===== config.mk =====
export PLATFORM = sky130hd
export DESIGN_NAME = lsst_core
export DESIGN_NICKNAME = d
export VERILOG_FILES = /design/src/include/lsst_pkg.sv /design/src/hdl/lsst_core.sv
export SDC_FILE = /design/constraint.sdc
export NUM_CORES = 1
export LEC_CHECK = 0
export BUFFER_PORTS_ARGS = -buffer_cell sky130_fd_sc_hd__buf_4
export CAP_MARGIN = 20
export CORE_MARGIN = 2
export CORE_UTILIZATION = 35
export CTS_CLUSTER_SIZE = 25
export DETAILED_ROUTE_END_ITERATION = 10
export GPL_TIMING_DRIVEN = 0
export MAX_ROUTING_LAYER = met4
export PLACE_DENSITY = 0.64
export REMOVE_ABC_BUFFERS = 1
export SLEW_MARGIN = 20
export SYNTH_ARGS = -nofsm -noshare
export SYNTH_HDL_FRONTEND = slang
export SYNTH_SLANG_ARGS = --single-unit

===== constraint.sdc =====
create_clock -name mclk -period 3.8 [get_ports mclk]
set_input_delay 1.14 -clock mclk [delete_from_list [all_inputs] [get_ports mclk]]
set_output_delay 1.14 -clock mclk [all_outputs]
set_load 0.05 [all_outputs]

===== src/include/lsst_pkg.sv =====
package lsst_pkg;
    // pixel count of one scan line
    localparam int unsigned PIXELS = 2496;
    // strobe number, counted from one, of the first valid pixel
    localparam int unsigned FIRST_VALID_STROBE = 51;
    // extra integration cycles after the start pulse falls
    localparam int unsigned INTEG_EXTRA = 34;
    // least start pulse phases and period, in pixel clock periods
    localparam int unsigned START_HIGH_MIN = 6;
    localparam int unsigned START_LOW_MIN = 64;
    localparam int unsigned START_PERIOD_MIN = 70;
    // last strobe of a line, counted from one
    localparam int unsigned LAST_STROBE = FIRST_VALID_STROBE + PIXELS - 1;
    localparam int unsigned CNT_W = 13;
    localparam int unsigned INTEG_W = 24;
    localparam logic [CNT_W-1:0] CNT_RST = 13'h0000;
    localparam logic [INTEG_W-1:0] INTEG_RST = 24'h00_0000;
    typedef enum logic [1:0] {LSST_IDLE, LSST_EXPOSE, LSST_SHIFT} lsst_state_t;
endpackage : lsst_pkg


===== src/hdl/lsst_core.sv =====
// Functional notes
// - one video value leaves per pixel clock cycle, and the clock stays within 200 kHz to 10 MHz.
// - integration lasts the start pulse high time plus 34 pixel clocks.
// - shifting begins on the third rising clock edge after the start pulse falls, once the fall has crossed the two-flop synchroniser.
// - a trigger strobe marks each pixel and the controller samples video just after the falling pixel clock edge.
// - each scan delivers 2496 pixel values in order along the line.
`timescale 1ns/1ns
`default_nettype none
module lsst_core (
    // clock and reset
    input wire logic mclk,
    input wire logic sys_rst,
    // start pulse pin
    input wire logic line_start_pulse,
    // pixel level for the current index
    input wire logic [11:0] pixel_level,
    // readout
    output logic [lsst_pkg::CNT_W-1:0] pixel_index,
    output logic [11:0] video_out,
    output logic trig_strobe,
    output logic pixel_valid,
    output logic scan_done_pulse,
    output logic [lsst_pkg::INTEG_W-1:0] integ_cycles
);
    import lsst_pkg::*;

    logic start_meta_q;
    logic start_sync_q;
    logic start_prev_q;
    logic start_fall;
    logic start_rise;
    lsst_state_t state_q;
    logic [CNT_W-1:0] strobe_cnt_q;
    logic [INTEG_W-1:0] high_cnt_q;
    logic [INTEG_W-1:0] integ_q;
    logic [11:0] video_q;
    logic trig_q;
    logic valid_q;
    logic done_q;

    // pin crosses in through two flops before use
    always_ff @(posedge mclk) begin
        if (sys_rst) begin
            start_meta_q <= 1'b0;
            start_sync_q <= 1'b0;
            start_prev_q <= 1'b0;
        end else begin
            start_meta_q <= line_start_pulse;
            start_sync_q <= start_meta_q;
            start_prev_q <= start_sync_q;
        end
    end

    assign start_fall = start_prev_q && !start_sync_q;
    assign start_rise = !start_prev_q && start_sync_q;

    // scan sequencing; a new fall restarts the line even mid-scan
    always_ff @(posedge mclk) begin
        if (sys_rst) begin
            state_q <= LSST_IDLE;
        end else if (start_fall) begin
            state_q <= LSST_SHIFT;
        end else begin
            unique case (state_q)
                LSST_IDLE: begin
                    if (start_rise) begin
                        state_q <= LSST_EXPOSE;
                    end
                end
                LSST_EXPOSE: begin
                    state_q <= LSST_EXPOSE;
                end
                LSST_SHIFT: begin
                    if (strobe_cnt_q == CNT_W'(LAST_STROBE)) begin
                        state_q <= LSST_IDLE;
                    end
                end
            endcase
        end
    end

    // strobe counter, one step per clock while shifting
    always_ff @(posedge mclk) begin
        if (sys_rst) begin
            strobe_cnt_q <= CNT_RST;
        end else if (start_fall) begin
            strobe_cnt_q <= CNT_W'(1);
        end else if (state_q == LSST_SHIFT && strobe_cnt_q != CNT_W'(LAST_STROBE)) begin
            strobe_cnt_q <= strobe_cnt_q + CNT_W'(1);
        end
    end

    // integration = high time + fixed extra; the high count saturates, but the sum is not clamped and can wrap
    always_ff @(posedge mclk) begin
        if (sys_rst) begin
            high_cnt_q <= INTEG_RST;
            integ_q <= INTEG_RST;
        end else begin
            if (start_rise) begin
                high_cnt_q <= INTEG_W'(1);
            end else if (start_sync_q && high_cnt_q != {INTEG_W{1'b1}}) begin
                high_cnt_q <= high_cnt_q + INTEG_W'(1);
            end
            if (start_fall) begin
                integ_q <= high_cnt_q + INTEG_W'(INTEG_EXTRA);
            end
        end
    end

    // per-pixel outputs; strobe and data registered together
    always_ff @(posedge mclk) begin
        if (sys_rst) begin
            video_q <= 12'h000;
            trig_q <= 1'b0;
            valid_q <= 1'b0;
            done_q <= 1'b0;
        end else begin
            trig_q <= (state_q == LSST_SHIFT);
            valid_q <= (state_q == LSST_SHIFT) && !start_fall &&
                       (strobe_cnt_q >= CNT_W'(FIRST_VALID_STROBE));
            video_q <= pixel_level;
            done_q <= (state_q == LSST_SHIFT) && !start_fall &&
                      (strobe_cnt_q == CNT_W'(LAST_STROBE));
        end
    end

    assign pixel_index = (strobe_cnt_q >= CNT_W'(FIRST_VALID_STROBE)) ?
                         strobe_cnt_q - CNT_W'(FIRST_VALID_STROBE) : CNT_RST;
    assign video_out = video_q;
    assign trig_strobe = trig_q;
    assign pixel_valid = valid_q;
    assign scan_done_pulse = done_q;
    assign integ_cycles = integ_q;

    // checker helpers, kept apart from the scan counter so the checks do not echo it
    logic [CNT_W-1:0] chk_age_q;
    logic [CNT_W-1:0] chk_pix_q;

    // clocks since the last synchronised fall; saturates on a stalled line
    always_ff @(posedge mclk) begin
        if (sys_rst) begin
            chk_age_q <= CNT_RST;
        end else if (start_fall) begin
            chk_age_q <= CNT_RST;
        end else if (chk_age_q != {CNT_W{1'b1}}) begin
            chk_age_q <= chk_age_q + CNT_W'(1);
        end
    end

    // valid pixels already handed out on this line
    always_ff @(posedge mclk) begin
        if (sys_rst) begin
            chk_pix_q <= CNT_RST;
        end else if (start_fall) begin
            chk_pix_q <= CNT_RST;
        end else if (pixel_valid && chk_pix_q != {CNT_W{1'b1}}) begin
            chk_pix_q <= chk_pix_q + CNT_W'(1);
        end
    end
endmodule : lsst_core
`default_nettype wire


After elaboration in Yosys (flattened, before gate mapping)
Cells that the tools add are included.
{ "op_classes": {"n_addsub": 4, "magnitude_cmp": 1, "n_eq_ne": 9, "muxes": 9, "reduce_logical": 17} }
{ "op_table": {"columns": ["cell", "count"], "rows": [
  ["24-bit by 1-bit adder with 24-bit output (second input constant)", 1],
  ["24-bit by 6-bit adder with 24-bit output (second input constant)", 1],
  ["24-bit != test (second input constant)", 1],
  ["13-bit by 1-bit adder with 13-bit output (second input constant)", 1],
  ["13-bit by 12-bit == test with 1-bit output (second input constant)", 1],
  ["13-bit by 6-bit greater-or-equal comparator with 1-bit output (second input constant)", 1],
  ["13-bit two-way mux", 1],
  ["13-bit by 12-bit != test with 1-bit output (second input constant)", 1],
  ["13-bit by 6-bit subtractor with 13-bit output (second input constant)", 1],
  ["1-bit logical AND", 7],
  ["2-bit two-way mux", 3],
  ["3-bit != test (second input constant)", 2],
  ["2-bit one-hot mux with 3 select lines", 1],
  ["1-bit two-way mux", 4],
  ["2-bit != test (second input constant)", 2],
  ["2-bit AND reduction", 2],
  ["2-bit nonzero test", 2],
  ["2-bit OR reduction", 2],
  ["1-bit logical NOT", 3],
  ["2-bit by 1-bit == test with 1-bit output (second input constant)", 1],
  ["2-bit == test (second input constant)", 1],
  ["2-bit logical NOT", 1]
]} }
{ "word_totals": {"reg_bits": 81, "in_bits": 15, "output_inout_bits": 52, "elab_cells": 54} }

Depth between registers and ports, before layout
Gate-level depths: netlist (run 1).
{ "logic_depth": {"word_depth": 5, "mapped_depth": 8, "mapped_depth_nobuf": 7} }

Worst setup path before layout (run 1)
Ideal clock, no wire load.
{ "synth_path": {"kind": "register -> output", "startpoint": "reg strobe_cnt_q[1]", "endpoint": "out pixel_index[12] (netlist bit)", "t_arrival_ps": 2033, "required_time_ps": 2660, "slack_ps": 627, "stages_incl_launch_ff": 8, "n_path_buf": 1, "path_cell_list": "dfxtp_1 ha_1 nor3b_1 a41oi_1 nand2_1 nor2_1 buf_2 a21oi_1"} }
{ "synth_between": {"elab_chain_cells": 2, "elab_cells_between_ends": 3, "cone_classes": "1 x add/sub; 1 x order compare; 1 x mux"} }
{ "synth_lines": {"columns": ["item", "line", "text"], "rows": [
  ["start, declared", "lsst_core.sv:33", "logic [CNT_W-1:0] strobe_cnt_q;"],
  ["start signal, assigned", "lsst_core.sv:89", "strobe_cnt_q <= strobe_cnt_q + CNT_W'(1);"],
  ["13-bit by 6-bit subtractor with 13-bit output / 13-bit by 6-bit greater-or-equal comparator with 1-bit output (equally long branches)", "lsst_core.sv:128, lsst_core.sv:127", null],
  ["13-bit two-way mux (*)", "lsst_core.sv:127", "assign pixel_index = (strobe_cnt_q >= CNT_W'(FIRST_VALID_STROBE)) ?"],
  ["end, declared", "lsst_core.sv:18", "output logic [lsst_pkg::CNT_W-1:0] pixel_index,"]
]} }
Mark *: on every way between the ends. The rest lies on a longest branch, timed or not.

Worst setup path in the final report (run 1)
{ "layout_path": {"startpoint": "reg strobe_cnt_q[2]", "endpoint": "out pixel_index[6] (netlist bit)"} }
The elaborated chain is that of the path after synthesis.

==> reports/metrics.cfg, run 1 <==
[run_status]
status=finished clean

[finish]
nets=520
num_antenna_cells=0
areaGrowthSynthToFinish_pct=20.73
final_layout_size_suffix_gt1_share_pct=18.85
layout_commonest_cell=dfxtp_1
final_core_util_pct=42.99
layout_common_cells=dfxtp_1, nor2_1, buf_4

[critical_path]
path_cells=a211o_1 -> a21bo_2 -> or3_1 -> nor2_4 -> nor2_1 -> buf_4
required_ns=2.66
critical_path_class=reg2out
cp-end-kind=output port
cp_max_fo=11
crit_slowest_cell=dfxtp_1
cpPeakStageDelay_ns=0.41
arrival_ns=2.35
crit_family=simple AND/OR/NAND/NOR gates
path_buf_inv=1
worstSetupStartpoint=strobe_cnt_q[2]$_SDFFE_PP0P_
cp-start-kind=flip-flop
rr_startpoint=high_cnt_q[15]$_SDFFE_PP0P_

[timing]
max_freq_ghz=0.2869
rsz0062_at_grt=no
worst_pin_slew_ns=0.7956
hold_viol_final=0
period_minus_slack_ns=3.486
slew_headroom_pct=46.67
setup_ws_ns=0.3139
finalCritPeriodShare_pct=91.74
slew_violations=0
tns_ns=0
worst_clock_skew_ns=0.005208
setup-violations-final=0

[clock_tree]
clk_path_buf_depth=2
cts_tree=yes
cts_resized=1
cts_setup_buffers=0
hold_buffers=0
cts-buffers-inserted=9
cts.sinks=81
root_buffer=clkbuf_8
insertion_delay_ns=0.35
clk_pin_slew_worst_paths_ns=0.08
cts_max_level=3

[global_route]
antenna_found_initial=0
grt_max_degree=47
grt_usage_pct=15.83
grt_pass1_vias=3079
overflow=0
grt_pass1_wl_um=14460

[floorplanning]
design.core.area_sq_um=10750
fp.dieH_um=108.6
io_pins=67
initial_core_util_pct=35.61
rows=38
die_area_sq_um=11780
die_x_um=108.6

[routing]
drt-initial-drc-count=121
via_per_inst=5.000
dr_wl_met3_um=401
postRouteAntennaNets=0
wl_met2_um=4051
drt_first_pass_iters=4
wl_met1_um=3956
post_drt_wl_per_cell_um=13.23
via_count=3220
drc=0
wirelength_um=8519
top_layer_used=met4

[placed_design]
gp_congestion=0.8402
pre_cts_slack_ns=0.3892
io_buffers=66
dp_hpwl_um=5886

[power]
power_switching_w=0.0004104
peakVddDrop_uv=262.4
p_comb_share_pct=7.8
p_leak_nw=1.703
clkPwrFrac_pct=39.9
power.density_nw_per_um2=362.8
p_int_w=0.001266
p_sw_share_pct=24.49
seqPwrFrac_pct=52.3

[synth]
yosysTopAreaCellShare_pct=42.38
syn_area_sq_um=3826
synthDistinctLibCells=45
synth_area_leaders=dfxtp_1, nor2_1, xnor2_1
yosysWarnings=0
synth_seq_cells=81
synth_top_cell_by_area=dfxtp_1
synthCells=454
ys.flop_type=dfxtp_1
avgSynthCellArea_sq_um=8.428
ys_seq_area_share_pct=42.38
async_flop_share_pct=0
synth-edff-count=0

[min_path]
hold_class=reg2reg
hold_start=start_meta_q$_SDFF_PP0_

[run]
drv_cap=0

[synthesized netlist by cell type, types with 2 or more instances]
cell type and n:
clkbuf_1 22, or4_1 3, dfxtp_1 81, nor3b_1 2, nor2b_1 16, nand2b_1 2, ha_1 6, nor2_1 68
a21o_1 4, a41oi_1 2, a311oi_1 9, clkbuf_2 2, a21oi_1 23, xnor2_1 25, or3_1 15, nor4_1 3
and3_1 2, a211oi_1 14, nand3_1 14, and2_1 8, xor2_1 20, mux2i_1 3, inv_1 8, and4_1 6
buf_2 7, nor3_1 13, or2_2 3, nand4_1 14, nand2_1 26, buf_1 2, o21ai_0 17
[stage by stage]
| stage | power, W | hold WS, ns | cell area [sq um] | instances |
|---|---|---|---|---|
| after floorplan | 0.0009763 | 0.4138 | 3691 | 421 |
| after global placement | 0.001026 | 0.4339 | 4362 | 627 |
| after detailed placement | 0.001029 | 0.4379 | 4397 | 628 |
| after CTS | 0.001704 | 0.4495 | 4614 | 644 |
| after global routing | 0.001745 | 0.4631 | 4619 | 644 |
| final | 0.001676 | 0.4455 | 4619 | 644 |
[final timing paths]
kind                                  to  slack [ns]  cells past startpoint
max                       pixel_index[6]        0.31                      6
min              start_sync_q$_SDFF_PP0_        0.45                      1
max reg2reg  high_cnt_q[15]$_SDFFE_PP0P_        1.41                      5
min reg2reg      start_sync_q$_SDFF_PP0_        0.45                      1
[cells by family (layout without fill, tap and decap cells)]
group,Yosys count,count (layout),synth area share [%]
XOR/XNOR,45,45,10.30
buffers and inverters,41,91,4.317
AND/OR/NAND/NOR,200,200,26.95
AO/OA/AOI/OAI,77,77,13.02
adder cells (fa/ha/maj),6,6,1.962
flip-flops,81,81,42.38
multiplexers,4,4,1.079
[sequential cells by signal (all words and copies together), names as in the netlist]
| register | count |
|---|---|
| high_cnt_q | 24 |
| integ_cycles | 24 |
| pixel_valid | 1 |
| scan_done_pulse | 1 |
| start_meta_q | 1 |
| start_prev_q | 1 |
| start_sync_q | 1 |
| state_q | 2 |
| strobe_cnt_q | 13 |
| trig_strobe | 1 |
| video_out | 12 |
[routing by layer]
layer  vias to the layer above  GRT usage, %
li1                       1666             -
met1                      1481         18.89
met2                        65         26.56
met3                         8         3.134
met4                         0         5.495
met5                         -             -
[worst reg2reg max path: stages (launching register included)]
cell and delay [ns]:
dfxtp_1 0.49, nand4_1 0.33, nor3_2 0.76, a21o_1 0.44, or3_1 0.18, a21oi_1 0.06
[power by group through the flow]
| stage | logic [W] | clock network, W | registers, W |
|---|---|---|---|
| after floorplan | 0.0000314 | 0 | 0.000945 |
| after global placement | 0.000130 | 0 | 0.000896 |
| after detailed placement | 0.000133 | 0 | 0.000896 |
| after CTS | 0.000133 | 0.000695 | 0.000876 |
| after global routing | 0.000141 | 0.000726 | 0.000879 |
| final | 0.000131 | 0.000669 | 0.000876 |
[layout make-up]
type	count	area (sq um)
inverter	8	30.03
timing repair buffer	67	523.0
fill	1123	6126
clock buffer	12	165.2
sequential	81	1622
multi-input combinational	332	2054
clock inverter	4	50.05
tap	140	175.2
No activity file was read; power rests on OpenSTA's default activity.
==> run 2, diff against run 1 <==
ABC_CLOCK_PERIOD_IN_PS = 4200   (was default)
RECOVER_POWER = 100   (was default)
clock period = 4.2 ns   (was 3.8 ns; I/O delays follow)
==> run 2 against run 1 <==
  * The flow now finishes with violations (max-capacitance violations, max-slew violations)
  * Critical path depth unchanged
  * First-iteration DRC count grew 3.3%
  * Register-to-register slack improved by 0.37 ns
  * Non-clock buffer count unchanged
  * Clock skew hardly changed
  * Sequential power down 9.6%
  * Clock-buffer cell count is the same
  * Sequential share of layout area increased by 1.4 points
  * Hold slack about the same
  * Wire length shrank 0.29%
  * Setup slack worse by 0.039 ns
  * Critical endpoint is now pixel_index[0]
  * Largest cell class unchanged
  * Highest routed layer unchanged
==> reports/metrics.cfg, run 2 (synthesized netlist as in run 1, its figures left out) <==
[finish]
final_layout_size_suffix_gt1_share_pct=9.722
areaGrowthSynthToFinish_pct=16.06
layout_common_cells=dfxtp_1, nor2_1, clkbuf_1
layout_commonest_cell=dfxtp_1
nets=520
num_antenna_cells=0
final_core_util_pct=41.33
final_cell_area_sq_um=4441

[routing]
drt_first_pass_iters=4
via_per_inst=4.981
via_count=3208
wirelength_um=8494
postRouteAntennaNets=0
drc=0
post_drt_wl_per_cell_um=13.19
drt-initial-drc-count=125

[timing]
setup_ws_ns=0.2745
hold_viol_final=0
setup-violations-final=0
period_minus_slack_ns=3.926
max_freq_ghz=0.2547
rsz0062_at_grt=no
tns_ns=0
slew_headroom_pct=-32.12
finalCritPeriodShare_pct=93.47
slew_violations=47
worst_pin_slew_ns=1.982
holdWs_ns=0.4453
worst_clock_skew_ns=0.005192

[clock_tree]
clk_pin_slew_worst_paths_ns=0.08
cts-buffers-inserted=9
clk_path_buf_depth=2
cts.sinks=81
insertion_delay_ns=0.36
hold_buffers=0
cts_tree=yes
cts_max_level=3
cts_setup_buffers=0
cts_resized=0
root_buffer=clkbuf_8

[placed_design]
gp_congestion=0.8402
dpl_cell_area_sq_um=4397
dp_hpwl_um=5886
io_buffers=66
pre_cts_slack_ns=0.6692

[critical_path]
cp-start-kind=flip-flop
required_ns=2.94
cp-end-kind=output port
ff2ff_setup_slack_ns=1.78
arrival_ns=2.67
critical_path_class=reg2out
cp_max_fo=11

[run_status]
status=finished with violations
violations=max-capacitance violations, max-slew violations

[power]
p_sw_share_pct=24.71
p_comb_share_pct=7.1
seqPwrFrac_pct=52.6
clkPwrFrac_pct=40.3
power.density_nw_per_um2=339.0
power_switching_w=0.0003720
p_int_w=0.001134
peakVddDrop_uv=235.4
p_leak_nw=1.517

[global_route]
antenna_found_initial=0
overflow=0
grt_usage_pct=15.84
grt_max_degree=47
grt_pass1_vias=3079
grt_pass1_wl_um=14480

[floorplanning]
io_pins=67
die_x_um=108.6
design.core.area_sq_um=10750
rows=38
fp.dieH_um=108.6
initial_core_util_pct=35.61
die_area_sq_um=11780

[min_path]
hold_class=reg2reg

[run]
drv_cap=1

-- run 2: cell count changes in the layout (fill, tap and decap cells not counted), sizes merged --
cell / previous run / this run
clkbuf: 12 / 60
buf: 67 / 19
-- run 2: power groups by stage --
stage                     clock (W)  sequential (W)  combinational, W
after floorplan                   0        0.000855         0.0000284
after global routing       0.000657        0.000795          0.000116
after CTS                  0.000629        0.000793          0.000120
after detailed placement          0        0.000811          0.000120
final                      0.000606        0.000792          0.000107
after global placement            0        0.000811          0.000117
-- run 2: final cells by class --
cell class / count / area, sq um
fillers: 1151 / 6305
multi-input cells: 332 / 2047
flip-flops and latches: 81 / 1622
repair buffers: 67 / 351.6
well taps: 140 / 175.2
clock buffers: 12 / 165.2
clock inverters: 4 / 50.05
inverters: 8 / 30.03
-- run 2: stage by stage --
step / std cells / total power (W)
5_1_grt: 644 / 0.001567
3_3_place_gp: 627 / 0.0009280
3_5_place_dp: 628 / 0.0009307
2_1_floorplan: 421 / 0.0008833
6_report: 644 / 0.001506
4_1_cts: 644 / 0.001542
-- run 2: worst max-delay path: stages, from the launching register on --
cell and delay [ns]:
dfxtp_1 0.40, a211o_1 0.39, a21bo_2 0.26, or3_1 0.35, nor2_1 0.55, nor2_1 0.12
clkbuf_4 0.25
-- run 2: final timing paths --
| path | start | endpoint | cells past startpoint |
|---|---|---|---|
| hold reg to reg | start_meta_q$_SDFF_PP0_ | start_sync_q$_SDFF_PP0_ | 1 |
| setup reg to reg | high_cnt_q[15]$_SDFFE_PP0P_ | high_cnt_q[15]$_SDFFE_PP0P_ | 5 |
| setup / recovery | strobe_cnt_q[2]$_SDFFE_PP0P_ | pixel_index[0] | 6 |
| hold / removal | start_meta_q$_SDFF_PP0_ | start_sync_q$_SDFF_PP0_ | 1 |
-- run 2: layer usage --
metal	track usage (%)	routed length, um	part of all wire [%]
met1	18.96	3944	46
met4	5.495	131	1.5
met5	-	0	0
met3	3.134	400	4.7
met2	26.52	4017	47
==> run 3, diff against run 2 <==
MAX_ROUTING_LAYER = default   (was met4)
==> run 3 against run 2 <==
  * The run still ends with max-capacitance violations, max-slew violations left
  * Critical endpoint unchanged
  * Total power fell by 0.11%
  * Via count rose by 0.87%
  * Sequential power about the same
  * Die area did not move
  * Combinational power is essentially flat
  * Core utilization unchanged
  * Maximum frequency grew 0.14%
  * Clock-buffer cell count did not move
  * Cell area unchanged
==> reports/metrics.cfg, run 3 (synthesized netlist as in run 1, its figures left out) <==
[global_route]
antenna_found_initial=0
grt_pass1_vias=3078
grt_pass1_wl_um=14470
grt_max_degree=47
grt_usage_pct=15.40
overflow=0

[clock_tree]
cts-buffers-inserted=9
cts_resized=0
clk_pin_slew_worst_paths_ns=0.08
cts_setup_buffers=0
cts_max_level=3
cts_tree=yes
clk_path_buf_depth=2
insertion_delay_ns=0.35
cts.sinks=81
hold_buffers=0
root_buffer=clkbuf_8

[critical_path]
crit_slowest_cell=nor2_1
path_common_cell=nor2_1
ff2ff_setup_slack_ns=1.79
rr_startpoint=high_cnt_q[15]$_SDFFE_PP0P_
critical_path_class=reg2out
cpPeakStageDelay_ns=0.55
required_ns=2.94
path_buf_inv=1
cp-start-kind=flip-flop
cp_max_fo=11
worstSetupStartpoint=strobe_cnt_q[2]$_SDFFE_PP0P_
path_cells=a211o_1 -> a21bo_2 -> or3_1 -> nor2_1 -> nor2_1 -> clkbuf_4
arrival_ns=2.66
cp-end-kind=output port
crit_family=simple AND/OR/NAND/NOR gates

[placed_design]
dp.cells=628
gp_congestion=0.8276
dp_hpwl_um=5886
io_buffers=66

[run]
drv_cap=1

[timing]
holdWs_ns=0.4456
slew_violations=47
setup-violations-final=0
finalCritPeriodShare_pct=93.34
max_freq_ghz=0.2551
hold_viol_final=0
tns_ns=0
slew_headroom_pct=-31.66
worst_pin_slew_ns=1.975
period_minus_slack_ns=3.920
worst_clock_skew_ns=0.005953
rsz0062_at_grt=no

[routing]
via_count=3236
drc=0
via_per_inst=5.025
post_drt_wl_per_cell_um=13.22
wirelength_um=8511
drt-initial-drc-count=140
postRouteAntennaNets=0
drt_first_pass_iters=4

[power]
peakVddDrop_uv=235.3
power.density_nw_per_um2=338.7
p_leak_nw=1.517

[finish]
nets=520
fillerInstances=1151
stdcell_count=644
layout_common_cells=dfxtp_1, nor2_1, clkbuf_1
areaGrowthSynthToFinish_pct=16.06
num_antenna_cells=0
final_core_util_pct=41.33
final_layout_size_suffix_gt1_share_pct=9.722
layout_commonest_cell=dfxtp_1

[run_status]
status=finished with violations
violations=max-capacitance violations, max-slew violations

[floorplanning]
fp.dieH_um=108.6
initial_core_util_pct=35.61
io_pins=67
design.core.area_sq_um=10750
die_area_sq_um=11780
die_x_um=108.6
rows=38

[min_path]
hold_start=start_meta_q$_SDFF_PP0_
hold_class=reg2reg

[run 3: cell counts in the layout (fill, tap and decap cells not counted)]
Identical to the previous run, type by type.
[run 3: final timing paths]
| path | endpoint | cells after the start |
|---|---|---|
| max reg2reg | high_cnt_q[15]$_SDFFE_PP0P_ | 5 |
| min | start_sync_q$_SDFF_PP0_ | 1 |
| max | pixel_index[0] | 6 |
| min reg2reg | start_sync_q$_SDFF_PP0_ | 1 |
[run 3: report_power, final]
part,switching [W],internal (W),total (W)
clock network,0.000282,0.000322,0.000605
logic,0.0000792,0.0000277,0.000107
registers,0.00000870,0.000784,0.000792
total,0.000370,0.00113,0.00150
[run 3: cell type report]
| type | count | area (sq um) | area share (%) |
|---|---|---|---|
| sequential | 81 | 1622 | 36.52 |
| clock buffer | 12 | 165.2 | 3.719 |
| tap | 140 | 175.2 | 3.945 |
| multi-input combinational | 332 | 2047 | 46.10 |
| clock inverter | 4 | 50.05 | 1.127 |
| inverter | 8 | 30.03 | 0.6762 |
| timing repair buffer | 67 | 351.6 | 7.918 |
[run 3: stage by stage]
stage / power, W / setup WS, ns / cell area, sq um
floorplan: 0.0008833 / 0.9152 / 3691
global placement: 0.0009280 / 0.6497 / 4362
detailed placement: 0.0009307 / 0.6692 / 4397
CTS: 0.001542 / 0.2570 / 4612
global route: 0.001567 / 0.01750 / 4441
finish: 0.001504 / 0.2798 / 4441
[run 3: per-layer routing]
layer / global-route usage (%) / routed length, um / vias up / share of wire (%)
met5: 0 / 0 / - / 0
met4: 5.495 / 143 / 0 / 1.7
met2: 26.56 / 4017 / 72 / 47
li1: - / - / 1666 / -
met1: 18.92 / 3933 / 1486 / 46
met3: 3.134 / 417 / 12 / 4.9
